===== src/common/chgctl_pkg.sv =====
// chgctl_pkg: shared constants and types of the charger mode and charge-cycle control
// assumes a 125 MHz mclk; analog comparisons arrive as digital flags
package chgctl_pkg;

  // ------------------------------------------------------------
  // clock and times
  // ------------------------------------------------------------
  localparam int unsigned CLK_MHZ        = 125;
  localparam int unsigned OTG_WAIT_MS    = 30;
  localparam int unsigned OTG_WAIT_CYC   = OTG_WAIT_MS * CLK_MHZ * 1000;
  localparam int unsigned BLINK_MS       = 1000;
  localparam int unsigned BLINK_CYC      = BLINK_MS * CLK_MHZ * 1000;
  localparam int unsigned INT_PULSE_US   = 256;
  localparam int unsigned INT_PULSE_CYC  = INT_PULSE_US * CLK_MHZ;
  localparam int unsigned WD_UNIT_S      = 40;
  localparam int unsigned WD_UNIT_CYC    = 32'd125_000_000;

  // ------------------------------------------------------------
  // field codes
  // ------------------------------------------------------------
  localparam logic [1:0] PHASE_OFF   = 2'h0;
  localparam logic [1:0] PHASE_PRE   = 2'h1;
  localparam logic [1:0] PHASE_FAST  = 2'h2;
  localparam logic [1:0] PHASE_DONE  = 2'h3;
  localparam logic [2:0] SRC_BOOST   = 3'h7;
  localparam logic [1:0] MON_OVRD    = 2'h1;
  localparam logic [1:0] MON_OFF     = 2'h3;
  localparam logic [1:0] OVR_OFF     = 2'h0;
  localparam logic [1:0] OVR_LOW     = 2'h1;
  localparam logic [1:0] OVR_BLINK11 = 2'h2;
  localparam logic [1:0] OVR_BLINK13 = 2'h3;

  // ------------------------------------------------------------
  // levels in mV / mA
  // ------------------------------------------------------------
  localparam logic [12:0] TRACK_OFS0_MV = 13'd200;
  localparam logic [12:0] TRACK_OFS1_MV = 13'd250;
  localparam logic [12:0] TRACK_OFS2_MV = 13'd300;
  localparam logic [12:0] SYS_LOW_MV    = 13'd2200;
  localparam logic [12:0] SHORT_BAT_MV  = 13'd2200;
  localparam logic [12:0] PRE_BAT_MV    = 13'd3150;
  localparam logic [12:0] RECHG0_MV     = 13'd100;
  localparam logic [12:0] RECHG1_MV     = 13'd200;
  localparam logic [12:0] STARTUP_MA    = 13'd200;
  localparam logic [12:0] BOOST_LO_MA   = 13'd500;
  localparam logic [12:0] BOOST_HI_MA   = 13'd1200;

  // ------------------------------------------------------------
  // defaults used in default mode and after expiry
  // ------------------------------------------------------------
  localparam logic [12:0] DEF_VREG_MV   = 13'd4208;
  localparam logic [12:0] DEF_FAST_CHARGE_CURRENT_MA   = 13'd2040;
  localparam logic [12:0] DEF_IPRE_MA   = 13'd180;
  localparam logic [12:0] DEF_ITERM_MA  = 13'd180;
  localparam logic [12:0] DEF_ISHORT_MA = 13'd90;
  localparam logic [4:0]  DEF_SAFETY_H  = 5'd16;
  localparam logic [1:0]  DEF_WD_SEL    = 2'h1;

  typedef enum logic [1:0] {CHGCTL_IDLE, CHGCTL_RUN, CHGCTL_TOPOFF, CHGCTL_DONE} chgctl_phase_t;

  // host-programmable settings that default mode overrides
  typedef struct packed {
    logic [12:0] vreg_mv;
    logic [12:0] fast_charge_current_ma;
    logic [12:0] ipre_ma;
    logic [12:0] iterm_ma;
    logic [1:0]  track_sel;
    logic        rechg_sel;
    logic        term_en;
    logic        chg_en;
    logic        pskip_dis;
    logic        otg_en;
    logic        boost_hi;
    logic [1:0]  mon_sel;
    logic [1:0]  ovr_sel;
    logic [1:0]  wd_sel;
  } chgctl_cfg_t;

endpackage : chgctl_pkg


===== src/common/chgctl_irq_if.sv =====
// chgctl_irq_if: event strobes from the charge control to the interrupt pulser
// assumes one clock domain shared by both ends
`timescale 1ns/1ns
interface chgctl_irq_if;
  logic event_stb;
  logic busy;
  modport src (output event_stb, input busy);
  modport dst (input event_stb, output busy);
endinterface : chgctl_irq_if


===== src/rtl/chgctl_irq_pulse.sv =====
// chgctl_irq_pulse: turns event strobes into fixed-width active-low pulses
// assumes strobes are single cycles on mclk; events during a pulse are queued as one
`timescale 1ns/1ns
module chgctl_irq_pulse
  import chgctl_pkg::*;
(
  input  wire logic   mclk,
  input  wire logic   rst,
  chgctl_irq_if.dst   irq,
  output logic        host_interrupt_n
);

  typedef struct packed {
    logic [31:0] cnt;
    logic        pend;
    logic        out_n;
  } chgctl_irqst_t;

  chgctl_irqst_t s_r, s_nxt;

  always_comb begin
    s_nxt = s_r;
    if (irq.event_stb) begin
      s_nxt.pend = 1'b1;
    end
    if (s_r.cnt != 32'd0) begin
      s_nxt.cnt = s_r.cnt - 32'd1;
      if (s_r.cnt == 32'd1) begin
        s_nxt.out_n = 1'b1;
      end
    end else if (s_r.pend && s_r.out_n) begin
      // gap of one high cycle keeps back-to-back events distinct
      s_nxt.pend  = irq.event_stb;
      s_nxt.out_n = 1'b0;
      s_nxt.cnt   = INT_PULSE_CYC;
    end
  end

  always_ff @(posedge mclk) begin
    if (rst) begin
      s_r <= '{cnt: 32'd0, pend: 1'b0, out_n: 1'b1};
    end else begin
      s_r <= s_nxt;
    end
  end

  assign irq.busy         = ~s_r.out_n;
  assign host_interrupt_n = s_r.out_n;

endmodule : chgctl_irq_pulse


===== src/rtl/chgctl_top.sv =====
// chgctl_top: mode control (default/host, boost, pulse skip) and charge cycle
// assumes analog levels arrive as mV/mA words and comparator flags, synchronous to mclk
`timescale 1ns/1ns
module chgctl_top
  import chgctl_pkg::*;
(
  input  wire logic                  mclk,
  input  wire logic                  rst,
  input  wire chgctl_pkg::chgctl_cfg_t host_cfg,
  input  wire logic                  host_keepalive_kick,
  input  wire logic                  reg_reset_kick,
  input  wire logic [3:0]            input_voltage_limit_code,
  input  wire logic [12:0]           input_voltage_limit,
  input  wire logic [1:0]            input_voltage_limit_offset,
  input  wire logic [12:0]           input_current_limit,
  input  wire logic                  battery_switch_delay,
  input  wire logic                  battery_switch_disable,
  input  wire logic [15:0]           topoff_cycles,
  input  wire logic                  charge_enable_pin_n,
  input  wire logic                  converter_ready,
  input  wire logic                  thermistor_fault,
  input  wire logic                  thermistor_boost_ok,
  input  wire logic                  safety_fault,
  input  wire logic                  input_regulating,
  input  wire logic                  thermal_regulating,
  input  wire logic                  supplement_needed,
  input  wire logic                  battery_above_boost_low,
  input  wire logic                  vbus_below_sleep,
  input  wire logic                  battery_below_sys_min,
  input  wire logic [12:0]           battery_mv,
  input  wire logic [12:0]           system_mv,
  input  wire logic [12:0]           charge_ma,
  output logic [12:0]                vin_limit_mv,
  output logic [12:0]                iin_limit_ma,
  output logic [12:0]                charge_target_ma,
  output logic [12:0]                charge_vreg_mv,
  output logic [12:0]                boost_limit_ma,
  output logic                       boost_active,
  output logic [2:0]                 input_source_status_code,
  output logic                       battery_switch,
  output logic                       pulse_skip_allow,
  output logic                       host_mode,
  output logic                       timeout_flag,
  output logic                       kept_switch_delay,
  output logic                       kept_switch_disable,
  output logic [1:0]                 charge_phase_code,
  output logic                       topoff_running_flag,
  output logic                       safety_half_rate,
  output logic                       indicator_out,
  output logic                       indicator_oe_n,
  output logic                       host_interrupt_n
);

  // ------------------------------------------------------------
  // state
  // ------------------------------------------------------------
  typedef struct packed {
    logic          host;
    logic [31:0]   wd_cnt;
    logic [1:0]    wd_units;
    logic [31:0]   otg_cnt;
    logic          boost;
    chgctl_phase_t ph;
    logic [15:0]   top_cnt;
    logic [15:0]   top_set;
    logic          term_seen;
    logic          en_prev;
    logic [31:0]   blink_cnt;
    logic [1:0]    blink_sec;
    logic [12:0]   vin;
    logic [12:0]   iin;
    logic [12:0]   itgt;
    logic [12:0]   vreg;
    logic [12:0]   blim;
    logic [2:0]    src;
    logic          bsw;
    logic          pskip;
    logic [1:0]    code;
    logic          half;
    logic          ind;
    logic          dly;
    logic          dis;
  } chgctl_st_t;

  chgctl_st_t s_r, s_nxt;
  chgctl_cfg_t cfg;
  logic        irq_stb;
  chgctl_irq_if irq ();

  // ------------------------------------------------------------
  // helpers
  // ------------------------------------------------------------
  function automatic logic [12:0] chgctl_min(input logic [12:0] a, input logic [12:0] b);
    chgctl_min = (a < b) ? a : b;
  endfunction : chgctl_min

  function automatic logic [12:0] chgctl_track(input logic [1:0] sel);
    case (sel)
      2'h1:    chgctl_track = TRACK_OFS0_MV;
      2'h2:    chgctl_track = TRACK_OFS1_MV;
      default: chgctl_track = TRACK_OFS2_MV;
    endcase
  endfunction : chgctl_track

  // default mode forces the documented charge profile
  always_comb begin
    cfg = host_cfg;
    if (!s_r.host) begin
      cfg.vreg_mv  = DEF_VREG_MV;
      cfg.fast_charge_current_ma  = DEF_FAST_CHARGE_CURRENT_MA;
      cfg.ipre_ma  = DEF_IPRE_MA;
      cfg.iterm_ma = DEF_ITERM_MA;
      cfg.track_sel = 2'h0;
      cfg.rechg_sel = 1'b0;
      cfg.term_en   = 1'b1;
      cfg.chg_en    = 1'b1;
      cfg.pskip_dis = 1'b0;
      cfg.otg_en    = 1'b0;
      cfg.boost_hi  = 1'b1;
      cfg.mon_sel   = 2'h0;
      cfg.ovr_sel   = 2'h0;
      cfg.wd_sel    = DEF_WD_SEL;
    end
  end

  // ------------------------------------------------------------
  // next state
  // ------------------------------------------------------------
  logic        chg_on;
  logic        regulating;
  logic [12:0] rechg_mv;
  logic [12:0] trk;
  logic        start_ok;
  logic        toggled;

  always_comb begin
    s_nxt   = s_r;
    irq_stb = 1'b0;
    chg_on   = cfg.chg_en && !charge_enable_pin_n && (cfg.fast_charge_current_ma != 13'd0);
    regulating = input_regulating || thermal_regulating;
    rechg_mv = cfg.vreg_mv - (cfg.rechg_sel ? RECHG1_MV : RECHG0_MV);
    trk      = 13'(battery_mv + chgctl_track(cfg.track_sel));
    start_ok = converter_ready && !thermistor_fault && !safety_fault && !battery_switch_disable
               && chg_on && (battery_mv < cfg.vreg_mv);
    toggled  = chg_on && !s_r.en_prev;
    s_nxt.en_prev = chg_on;

    // host timeout
    if (host_keepalive_kick) begin
      s_nxt.host     = 1'b1;
      s_nxt.wd_cnt   = 32'd0;
      s_nxt.wd_units = 2'h0;
    end else if (s_r.host && host_cfg.wd_sel != 2'h0) begin
      s_nxt.wd_cnt = s_r.wd_cnt + 32'd1;
      if (s_r.wd_cnt == WD_UNIT_CYC - 32'd1) begin
        s_nxt.wd_cnt   = 32'd0;
        s_nxt.wd_units = s_r.wd_units + 2'h1;
        if (s_r.wd_units == host_cfg.wd_sel - 2'h1) begin
          s_nxt.host = 1'b0;
        end
      end
    end

    // kept values follow the host inputs every cycle, in host and default mode alike
    s_nxt.dly = battery_switch_delay;
    s_nxt.dis = battery_switch_disable;

    // input limits
    s_nxt.vin = input_voltage_limit;
    if (cfg.track_sel != 2'h0 && input_voltage_limit_offset == 2'h0 && trk > input_voltage_limit) begin
      s_nxt.vin = trk;
    end
    s_nxt.iin = (system_mv < SYS_LOW_MV) ? chgctl_min(STARTUP_MA, input_current_limit)
                                         : input_current_limit;

    // boost entry
    if (!cfg.otg_en) begin
      s_nxt.otg_cnt = 32'd0;
      s_nxt.boost   = 1'b0;
    end else begin
      if (s_r.otg_cnt < OTG_WAIT_CYC) begin
        s_nxt.otg_cnt = s_r.otg_cnt + 32'd1;
      end
      s_nxt.boost = (s_r.otg_cnt >= OTG_WAIT_CYC) && battery_above_boost_low
                    && thermistor_boost_ok && (s_r.boost || vbus_below_sleep);
    end
    s_nxt.blim = cfg.boost_hi ? BOOST_HI_MA : BOOST_LO_MA;
    s_nxt.src  = s_nxt.boost ? SRC_BOOST : 3'h0;
    s_nxt.pskip = !cfg.pskip_dis && (s_r.boost || !chg_on || battery_below_sys_min);

    // charge cycle
    case (s_r.ph)
      CHGCTL_IDLE: begin
        if (start_ok) begin
          s_nxt.ph = CHGCTL_RUN;
        end
      end
      CHGCTL_RUN: begin
        if (!chg_on) begin
          s_nxt.ph = CHGCTL_IDLE;
        end else if (cfg.term_en && !regulating && battery_mv > rechg_mv && charge_ma < cfg.iterm_ma) begin
          s_nxt.top_set = topoff_cycles;
          s_nxt.top_cnt = 16'd0;
          if (topoff_cycles == 16'd0) begin
            s_nxt.ph = CHGCTL_DONE;
            irq_stb  = 1'b1;
          end else begin
            s_nxt.ph = CHGCTL_TOPOFF;
            irq_stb  = 1'b1;
          end
        end
      end
      CHGCTL_TOPOFF: begin
        if (!chg_on || reg_reset_kick) begin
          s_nxt.ph = chg_on ? CHGCTL_RUN : CHGCTL_IDLE;
        end else if (!thermistor_fault && !safety_fault && !supplement_needed
                     && (!regulating || !s_r.half)) begin
          s_nxt.top_cnt = s_r.top_cnt + 16'd1;
          if (s_r.top_cnt + 16'd1 >= s_r.top_set) begin
            s_nxt.ph = CHGCTL_DONE;
            irq_stb  = 1'b1;
          end
        end
      end
      CHGCTL_DONE: begin
        if (toggled || (chg_on && battery_mv < rechg_mv && start_ok)) begin
          s_nxt.ph = CHGCTL_RUN;
        end else if (!chg_on) begin
          s_nxt.ph = CHGCTL_IDLE;
        end
      end
      default: s_nxt.ph = CHGCTL_IDLE;
    endcase
    if (s_r.ph == CHGCTL_IDLE || s_r.ph == CHGCTL_DONE) begin
      s_nxt.half = 1'b0;
    end else begin
      s_nxt.half = regulating ? !s_r.half : 1'b0;
    end

    // charge current and phase code
    s_nxt.vreg = cfg.vreg_mv;
    s_nxt.itgt = 13'd0;
    s_nxt.code = PHASE_OFF;
    if (s_r.ph == CHGCTL_RUN || s_r.ph == CHGCTL_TOPOFF) begin
      if (battery_mv < SHORT_BAT_MV) begin
        s_nxt.itgt = DEF_ISHORT_MA;
        s_nxt.code = PHASE_PRE;
      end else if (battery_mv <= PRE_BAT_MV) begin
        s_nxt.itgt = cfg.ipre_ma;
        s_nxt.code = PHASE_PRE;
      end else begin
        s_nxt.itgt = cfg.fast_charge_current_ma;
        s_nxt.code = PHASE_FAST;
      end
    end else if (s_r.ph == CHGCTL_DONE) begin
      s_nxt.code = PHASE_DONE;
    end

    // battery switch
    s_nxt.bsw = converter_ready && !battery_switch_disable && chg_on
                && (s_r.ph != CHGCTL_DONE || supplement_needed);
    if (!converter_ready || s_r.ph == CHGCTL_DONE) begin
      s_nxt.bsw = s_nxt.bsw || supplement_needed;
    end

    // indicator blink timebase, one step per second
    s_nxt.blink_cnt = s_r.blink_cnt + 32'd1;
    if (s_r.blink_cnt == BLINK_CYC - 32'd1) begin
      s_nxt.blink_cnt = 32'd0;
      s_nxt.blink_sec = s_r.blink_sec + 2'h1;
    end
    if (cfg.mon_sel == MON_OFF) begin
      s_nxt.ind = 1'b0;
    end else if (cfg.mon_sel == MON_OVRD) begin
      case (cfg.ovr_sel)
        OVR_OFF:     s_nxt.ind = 1'b0;
        OVR_LOW:     s_nxt.ind = 1'b1;
        OVR_BLINK11: s_nxt.ind = !s_r.blink_sec[0];
        OVR_BLINK13: s_nxt.ind = (s_r.blink_sec == 2'h0);
        default:     s_nxt.ind = 1'b0;
      endcase
    end else if (thermistor_fault || safety_fault) begin
      s_nxt.ind = !s_r.blink_sec[0];
    end else begin
      s_nxt.ind = (s_r.ph == CHGCTL_RUN || s_r.ph == CHGCTL_TOPOFF);
    end
  end

  // ------------------------------------------------------------
  // registers
  // ------------------------------------------------------------
  always_ff @(posedge mclk) begin
    if (rst) begin
      s_r <= '0;
    end else begin
      s_r <= s_nxt;
    end
  end

  assign irq.event_stb = irq_stb;

  chgctl_irq_pulse u_irq (
    .mclk             (mclk),
    .rst              (rst),
    .irq              (irq),
    .host_interrupt_n (host_interrupt_n)
  );

  // ------------------------------------------------------------
  // outputs from flip-flops, some through an inverter or a state decode; indicator_out is tied low
  // ------------------------------------------------------------
  assign vin_limit_mv             = s_r.vin;
  assign iin_limit_ma             = s_r.iin;
  assign charge_target_ma         = s_r.itgt;
  assign charge_vreg_mv           = s_r.vreg;
  assign boost_limit_ma           = s_r.blim;
  assign boost_active             = s_r.boost;
  assign input_source_status_code = s_r.src;
  assign battery_switch           = s_r.bsw;
  assign pulse_skip_allow         = s_r.pskip;
  assign host_mode                = s_r.host;
  assign timeout_flag             = ~s_r.host;
  assign kept_switch_delay        = s_r.dly;
  assign kept_switch_disable      = s_r.dis;
  assign charge_phase_code        = s_r.code;
  assign topoff_running_flag      = (s_r.ph == CHGCTL_TOPOFF);
  assign safety_half_rate         = s_r.half;
  assign indicator_out            = 1'b0;
  assign indicator_oe_n           = ~s_r.ind;

endmodule : chgctl_top


===== config.mk =====
export PLATFORM = sky130hd
export DESIGN_NAME = chgctl_top
export DESIGN_NICKNAME = d
export VERILOG_FILES = /design/src/common/chgctl_pkg.sv /design/src/common/chgctl_irq_if.sv /design/src/rtl/chgctl_irq_pulse.sv /design/src/rtl/chgctl_top.sv
export SDC_FILE = /design/constraint.sdc
export NUM_CORES = 1
export LEC_CHECK = 0
export BUFFER_PORTS_ARGS = -buffer_cell sky130_fd_sc_hd__buf_2
export CORE_ASPECT_RATIO = 0.7
export CORE_MARGIN = 4
export CORE_UTILIZATION = 45
export CTS_BUF_LIST = sky130_fd_sc_hd__clkbuf_8
export CTS_CLUSTER_DIAMETER = 60
export DETAILED_ROUTE_END_ITERATION = 10
export PLACE_DENSITY = 0.77
export SYNTH_ARGS = -nofsm -noshare
export SYNTH_HDL_FRONTEND = slang
export SYNTH_HIERARCHICAL = 1
export SYNTH_SLANG_ARGS = --single-unit

===== constraint.sdc =====
create_clock -name mclk -period 9.5 [get_ports mclk]
set_input_delay 0.95 -clock mclk [delete_from_list [all_inputs] [get_ports mclk]]
set_output_delay 0.95 -clock mclk [all_outputs]
set_load 0.01 [all_outputs]

==> results.json, run 1 <==
{
  "hold_violations": 0,
  "dr_total_vias": 11534,
  "fillCellCount": 2690,
  "worstReg2RegEnd": "vin_limit_mv[6]",
  "global_route_congestion_overflow_total": 0,
  "critical_path_arrival_ns": 5.65,
  "route.antenna.remaining_nets": 0,
  "worstMarginPinSlew_ns": 1.00,
  "cp_max_fo": 24,
  "power.density_cell_area_mw_per_mm2": 196,
  "largest_net_degree_at_the_start_of_global_routing": 54,
  "fin_setup_tns_ns": 0,
  "clock_network_latency_to_the_later_pin_of_the_worst_skew_pair_ns": 0.55,
  "layout-drive-gt1-share_pct": 19.4,
  "placer_congestion": 0.875,
  "worstSetupStartpointType": "register",
  "timing.critical_path.cells": "nand2_1, ha_1, inv_1, ha_1, a211oi_1, o21bai_1, a21oi_1, nand2b_1, a2111oi_0, xnor2_1, inv_1, ha_1, a2111oi_0, nor4_1, o21ai_0, a311oi_4, mux2i_1, nor2_1",
  "worst_ep_required_time_ns": 9.90,
  "grt_usage_pct": 20.1,
  "rsz_0062_raised_after_global_routing": "no",
  "timing.slew.headroom_pct": 33.3,
  "timing.final.ws_setup_ns": 4.25,
  "criticalPathCategory": "register to register",
  "timing.max_cap.violations": 0,
  "routed_wl_mm": 34.0,
  "hold_path_depth": 1,
  "post-dp-hpwl_mm": 25.9,
  "rr_worst_depth": 18,
  "io_pins": 252,
  "power.ir.vdd_worst_v": 0.000176,
  "drt_first_pass_iters": 5,
  "total_leakage_power_nw": 6.51,
  "layout-area-overhead-vs-synth_pct": 13.1,
  "run_status": "finished clean",
  "grt_pass1_vias": 10806,
  "critPathSlowestCell": "sky130_fd_sc_hd__a311oi_4",
  "synthesis.instances": 1558,
  "yosys_warnings": 6,
  "start_util_pct": 45.8,
  "synth_async_sr_flop_share_pct": 0,
  "postCtsHoldBufs": 0,
  "ff_to_ff_setup_slack_ns": 4.25,
  "grt_pass1_wl_mm": 53.7,
  "skew_ns": 0.0245,
  "synth_flop_cell": "sky130_fd_sc_hd__dfxtp_1",
  "standard_cell_rows": 52,
  "timing.final.crit_period_ns": 5.25,
  "io_buffer_count": 237,
  "htree_levels": 2,
  "final_net_count": 1987,
  "drt_iter0_drc": 723,
  "cpLargestDelayFamily": "compound AO/OA/AOI/OAI gates",
  "hp-class": "register to register",
  "fmax_mhz": 190,
  "dieArea_mm2": 0.0323,
  "worst_r2r_startpoint": "host_mode",
  "layout.cells.most_common_list": "237 x sky130_fd_sc_hd__buf_2, 233 x sky130_fd_sc_hd__dfxtp_1, 210 x sky130_fd_sc_hd__nor2_1, 127 x sky130_fd_sc_hd__nand2_1, 91 x sky130_fd_sc_hd__ha_1",
  "synth_cell_type_count": 83,
  "dp_slack_ns": 4.00,
  "antenna_found_initial": 0,
  "root_buffer_cell": "sky130_fd_sc_hd__clkbuf_8",
  "yosysSeqAreaShare_pct": 35.3,
  "final_min_period_over_clock_period_pct": 55.3,
  "crit_path_start": "host_mode",
  "clkSlewWorstSetupHoldPaths_ns": 0.06,
  "timing.critical_path.mode_cell": "sky130_fd_sc_hd__ha_1",
  "cts_tree": "yes",
  "mappedNetlistArea_mm2": 0.0133,
  "cpPeakStageDelay_ns": 0.86,
  "cts_inserted_buffers": 40,
  "fp.dieH_um": 152,
  "ys_seq_elements": 234,
  "cts_resized": 0,
  "timing.final.max_slew_violations": 0,
  "mostFrequentLayoutCell": "sky130_fd_sc_hd__buf_2",
  "core_region_area_mm2": 0.0290,
  "post_drt_via_cell_ratio": 5.41,
  "synth-edff-count": 0,
  "timing.final.setup_violations": 0,
  "synth_area_per_cell_um2": 8.51,
  "die_x_um": 213,
  "route.detailed.wl_per_inst_um": 16.0,
  "critPathBufInv": 2,
  "detail_route.drc_violations": 0,
  "diodes": 0,
  "endpoint_kind": "register",
  "endpoint": "vin_limit_mv[6]",
  "cts.sink_count": 234,
  "cp.depth": 18,
  "postCtsSetupBuffers": 0,
  "ctsLongestPathBuffers": 3
}
Yosys cell counts (34+ instances only):
cell | count | share of area (%)
sky130_fd_sc_hd__a21oi_1 | 68 | 2.6
sky130_fd_sc_hd__and3_1 | 34 | 1.6
sky130_fd_sc_hd__buf_4 | 73 | 4.1
sky130_fd_sc_hd__dfxtp_1 | 234 | 35
sky130_fd_sc_hd__ha_1 | 91 | 8.6
sky130_fd_sc_hd__inv_1 | 66 | 1.9
sky130_fd_sc_hd__mux2i_1 | 38 | 2.9
sky130_fd_sc_hd__nand2_1 | 127 | 3.6
sky130_fd_sc_hd__nand3_1 | 50 | 1.9
sky130_fd_sc_hd__nand4_1 | 37 | 1.7
sky130_fd_sc_hd__nor2_1 | 210 | 5.9
sky130_fd_sc_hd__o21ai_0 | 40 | 1.5
sky130_fd_sc_hd__xnor2_1 | 49 | 3.2
sky130_fd_sc_hd__xor2_1 | 61 | 4.0
kinds of logic after synthesis:
logic type / count (synthesis) / synth area share, %
adder cells (fa/ha/maj): 93 / 8.89
flip-flops: 234 / 35.3
AND/OR/NAND/NOR: 642 / 24.8
AO/OA/AOI/OAI: 244 / 12.7
multiplexers: 41 / 3.12
XOR/XNOR: 110 / 7.26
buffers and inverters: 193 / 7.91
other: 1 / 0.0283
sequential cells by signal (all words and copies together), names as in the netlist, 2 cells and up:
name and cells:
charge_phase_code 2, boost_limit_ma 3, charge_vreg_mv 13, s_r 136, u_irq/s_r 33, vin_limit_mv 13, charge_target_ma 13, iin_limit_ma 13
how the worst min path moves through the flow:
| stage | start | endpoint | slack [ns] |
|---|---|---|---|
| after CTS | safety_half_rate | safety_half_rate | 0.43 |
| after global routing | safety_half_rate | safety_half_rate | 0.46 |
| final | safety_half_rate | safety_half_rate | 0.43 |
| after floorplan | s_r[78] | s_r[78] | 0.43 |
| after global placement | safety_half_rate | safety_half_rate | 0.41 |
| after detailed placement | safety_half_rate | safety_half_rate | 0.42 |
final cells by class:
| cell class | count | area [um^2] | area share (%) |
|---|---|---|---|
| Multi-Input combinational cell | 1137 | 7560 | 50.4 |
| Clock inverter | 24 | 135 | 0.900 |
| Inverter | 67 | 251 | 1.68 |
| Sequential cell | 234 | 4690 | 31.2 |
| Timing Repair Buffer | 244 | 1240 | 8.25 |
| Tap cell | 378 | 473 | 3.15 |
| Clock buffer | 48 | 661 | 4.40 |
worst register-to-register path: stages (launching register included):
cell and delay (ns):
sky130_fd_sc_hd__dfxtp_2 0.64, sky130_fd_sc_hd__nand2_1 0.22, sky130_fd_sc_hd__ha_1 0.38, sky130_fd_sc_hd__inv_1 0.11
sky130_fd_sc_hd__ha_1 0.28, sky130_fd_sc_hd__a211oi_1 0.09, sky130_fd_sc_hd__o21bai_1 0.15, sky130_fd_sc_hd__a21oi_1 0.11
sky130_fd_sc_hd__nand2b_1 0.19, sky130_fd_sc_hd__a2111oi_0 0.56, sky130_fd_sc_hd__xnor2_1 0.22, sky130_fd_sc_hd__inv_1 0.08
sky130_fd_sc_hd__ha_1 0.33, sky130_fd_sc_hd__a2111oi_0 0.14, sky130_fd_sc_hd__nor4_1 0.22, sky130_fd_sc_hd__o21ai_0 0.20
sky130_fd_sc_hd__a311oi_4 0.86, sky130_fd_sc_hd__mux2i_1 0.30, sky130_fd_sc_hd__nor2_1 0.06
metal layers:
layer  global-route usage (%)  wire (um)  up-vias
li1                         -          -     5763
met1                     27.8      15700     5378
met2                     31.8      15200      336
met3                     4.10       2170       57
met4                     6.68        897        0
met5                        0          0        -
power breakdown:
part	switching [mW]	internal (mW)
clock network	0.415	0.487
logic	0.574	0.327
registers	0.0744	1.06
total	1.06	1.87
through the flow:
step                      total power, mW  hold slack (ns)  cell area [um^2]  instances  util [%]
after CTS                            2.96            0.434             15000       2132      51.8
after detailed placement             2.04            0.417             14200       2060      49.1
after global routing                 3.13            0.458             15000       2132      51.8
final                                2.94            0.433             15000       2132      51.8
after global placement               2.01            0.414             14200       2060      49.1
after floorplan                      1.83            0.430             13300       1564         -
(Power assumes the default switching activity.)
==> run 2: changes to the inputs <==
--- a/config.mk
+++ b/config.mk
@@ -12,7 +12,7 @@
 export CTS_BUF_LIST = sky130_fd_sc_hd__clkbuf_8
 export CTS_CLUSTER_DIAMETER = 60
 export DETAILED_ROUTE_END_ITERATION = 10
-export PLACE_DENSITY = 0.77
+export PLACE_DENSITY = 0.8
 export SYNTH_ARGS = -nofsm -noshare
 export SYNTH_HDL_FRONTEND = slang
 export SYNTH_HIERARCHICAL = 1
==> constraint.sdc (replaced) <==
create_clock -name mclk -period 4.5 [get_ports mclk]
set_input_delay 0.45 -clock mclk [delete_from_list [all_inputs] [get_ports mclk]]
set_output_delay 0.45 -clock mclk [all_outputs]
set_load 0.01 [all_outputs]
==> run 2 against run 1 <==
  * Register-to-register slack got worse by 3.9 ns
  * Cell count up 0.66%
  * Global-route usage increased by 0.60 points
  * Sequential share of layout area is 0.36 points lower
  * Clock skew is 0.0090 ns higher
  * First-iteration DRC count increased by 2.5%
  * Worst hold slack got worse by 0.35 ns
  * Non-clock buffer count increased by 13
  * Critical path depth is 3 higher
  * Wire length up 3.9%
  * Combinational power is 110% higher
  * Largest cell class unchanged
==> results.json, run 2 (synthesized netlist as in run 1, its figures left out) <==
{
  "postCtsHoldBufs": 0,
  "htree_levels": 2,
  "grt_pass1_vias": 11095,
  "cts_tree": "yes",
  "dieArea_mm2": 0.0323,
  "timing.slew.headroom_pct": 29.8,
  "hp-start": "host_cfg[6]",
  "timing.final.ws_setup_ns": 0.318,
  "power.ir.vdd_worst_v": 0.000342,
  "cts_inserted_buffers": 41,
  "rr_worst_depth": 21,
  "clkSlewWorstSetupHoldPaths_ns": 0.06,
  "placer_congestion": 0.876,
  "routed_wl_mm": 35.4,
  "io_pins": 252,
  "skew_ns": 0.0335,
  "antenna_found_initial": 3,
  "dp_slack_ns": 0.0223,
  "final_min_period_over_clock_period_pct": 92.9,
  "run_status": "finished clean",
  "worst_r2r_startpoint": "host_mode",
  "power.density_cell_area_mw_per_mm2": 413,
  "clock_network_latency_to_the_later_pin_of_the_worst_skew_pair_ns": 0.56,
  "detail_route.drc_violations": 0,
  "reg_top3": "s_r (136), u_irq/s_r (33)",
  "criticalPathCategory": "register to register",
  "io_buffer_count": 237,
  "cts.sink_count": 234,
  "timing.final.max_slew_violations": 0,
  "route.detailed.wl_per_inst_um": 16.5,
  "worst_ep_required_time_ns": 4.93,
  "largest_net_degree_at_the_start_of_global_routing": 41,
  "route.antenna.remaining_nets": 0,
  "hold-path-endpoint": "boost_limit_ma[8]",
  "largest_register": "s_r",
  "cpPeakStageDelay_ns": 0.38,
  "post-dp-hpwl_mm": 26.9,
  "grt_usage_pct": 20.8,
  "ff_to_ff_setup_slack_ns": 0.32,
  "fp.dieH_um": 152,
  "root_buffer_cell": "sky130_fd_sc_hd__clkbuf_8",
  "hold_violations": 0,
  "global_route_congestion_overflow_total": 0,
  "grt_pass1_wl_mm": 55.3,
  "drt_iter0_drc": 741,
  "timing.final.setup_violations": 0,
  "drt_first_pass_iters": 5,
  "timing.final.crit_period_ns": 4.18,
  "critical_path_arrival_ns": 4.61,
  "hold_path_depth": 2,
  "worstReg2RegEnd": "s_r[140]",
  "diodes": 0,
  "core_region_area_mm2": 0.0290,
  "largest_register_ffs": 136,
  "die_x_um": 213,
  "endpoint_kind": "register",
  "final_net_count": 2001,
  "mostFrequentLayoutCell": "sky130_fd_sc_hd__buf_2",
  "cpLargestDelayFamily": "compound AO/OA/AOI/OAI gates",
  "post_drt_via_cell_ratio": 5.50,
  "layout-area-overhead-vs-synth_pct": 14.5,
  "dr_total_vias": 11797,
  "start_util_pct": 45.8,
  "seqCellArea_mm2": 0.00469,
  "fmax_mhz": 239,
  "ctsLongestPathBuffers": 3,
  "hold-worst-slack_ns": 0.0832,
  "critPathBufInv": 4,
  "standard_cell_rows": 52,
  "layout-drive-gt1-share_pct": 20.5,
  "fillCellCount": 2650,
  "worstSetupStartpointType": "register",
  "critPathSlowestCell": "sky130_fd_sc_hd__dfxtp_4",
  "cp_max_fo": 11,
  "layout.cells.most_common_list": "237 x sky130_fd_sc_hd__buf_2, 233 x sky130_fd_sc_hd__dfxtp_1, 210 x sky130_fd_sc_hd__nor2_1, 127 x sky130_fd_sc_hd__nand2_1, 91 x sky130_fd_sc_hd__ha_1",
  "timing.max_cap.violations": 0,
  "multiInputGateArea_mm2": 0.00760,
  "timing.critical_path.cells": "nand2_1, inv_1, ha_1, nand2b_1, a31oi_1, o21ai_0, buf_4, a31oi_1, o31ai_1, o31ai_1, a21oi_1, ha_1, nand4_1, nor3_1, buf_4, a41oi_1, nand3_2, o31ai_2, a31oi_1, buf_4, a22o_1",
  "hp-class": "input port to register",
  "total_leakage_power_nw": 6.60,
  "worstMarginPinSlew_ns": 1.05
}
-- run 2: power breakdown --
group | total, mW | switching (mW) | internal, mW
registers | 2.39 | 0.151 | 2.24
clock network | 1.95 | 0.899 | 1.06
logic | 1.93 | 1.22 | 0.713
total | 6.27 | 2.27 | 4.00
-- run 2: layer usage --
metal	track usage, %	part of all wire, %	vias to the layer above	wire length [um]
met5	0	0.074	-	26
met4	6.40	2.6	4	911
met3	4.38	6.4	74	2280
met2	34.5	46	362	16300
met1	27.2	45	5564	15900
li1	-	-	5793	-
-- run 2: cell type report --
type                       instances  share of cell area (%)
multi-input combinational       1137                    50.0
clock buffer                      53                    4.80
sequential                       234                    30.9
clock inverter                    20                   0.593
tap                              378                    3.11
timing repair buffer             257                    8.96
inverter                          67                    1.66
-- run 2: through the flow --
| step | instances | cell area, um^2 | total power, mW | setup TNS (ns) | utilization, % |
|---|---|---|---|---|---|
| after floorplan | 1564 | 13300 | 3.88 | 0 | - |
| after global placement | 2070 | 14300 | 4.24 | 0 | 49.5 |
| after detailed placement | 2070 | 14300 | 4.32 | 0 | 49.5 |
| after CTS | 2143 | 15100 | 6.30 | 0 | 52.3 |
| after global routing | 2146 | 15200 | 6.65 | -0.0146 | 52.5 |
| final | 2146 | 15200 | 6.27 | 0 | 52.5 |
-- run 2: worst reg2reg max path, stage by stage, from the launching register on --
cell,delay (ns)
sky130_fd_sc_hd__dfxtp_4,0.38
sky130_fd_sc_hd__nand2_1,0.11
sky130_fd_sc_hd__inv_1,0.09
sky130_fd_sc_hd__ha_1,0.30
sky130_fd_sc_hd__nand2b_1,0.09
sky130_fd_sc_hd__a31oi_1,0.08
sky130_fd_sc_hd__o21ai_0,0.19
sky130_fd_sc_hd__buf_4,0.17
sky130_fd_sc_hd__a31oi_1,0.08
sky130_fd_sc_hd__o31ai_1,0.27
sky130_fd_sc_hd__o31ai_1,0.11
sky130_fd_sc_hd__a21oi_1,0.17
sky130_fd_sc_hd__ha_1,0.26
sky130_fd_sc_hd__nand4_1,0.13
sky130_fd_sc_hd__nor3_1,0.06
sky130_fd_sc_hd__buf_4,0.14
sky130_fd_sc_hd__a41oi_1,0.27
sky130_fd_sc_hd__nand3_2,0.21
sky130_fd_sc_hd__o31ai_2,0.27
sky130_fd_sc_hd__a31oi_1,0.19
sky130_fd_sc_hd__buf_4,0.24
sky130_fd_sc_hd__a22o_1,0.24
-- run 2: how the worst max path moves through the flow --
| stage | from | endpoint | slack [ns] | depth (start not counted) |
|---|---|---|---|---|
| finish | host_mode | s_r[140] | 0.32 | 21 |
| detailed placement | host_cfg[56] | s_r[143] | 0.02 | 22 |
| global route | host_mode | vin_limit_mv[7] | -0.01 | 19 |
| floorplan | host_mode | vin_limit_mv[9] | 0.004 | 22 |
| global placement | host_cfg[11] | s_r[142] | 0.14 | 21 |
| CTS | host_mode | s_r[140] | 0.18 | 21 |
-- run 2: repair_timing --
item | CTS | global route
endpoints found under the setup margin | 0 | 36
resized for setup | 0 | 7
setup buffers | 0 | 3
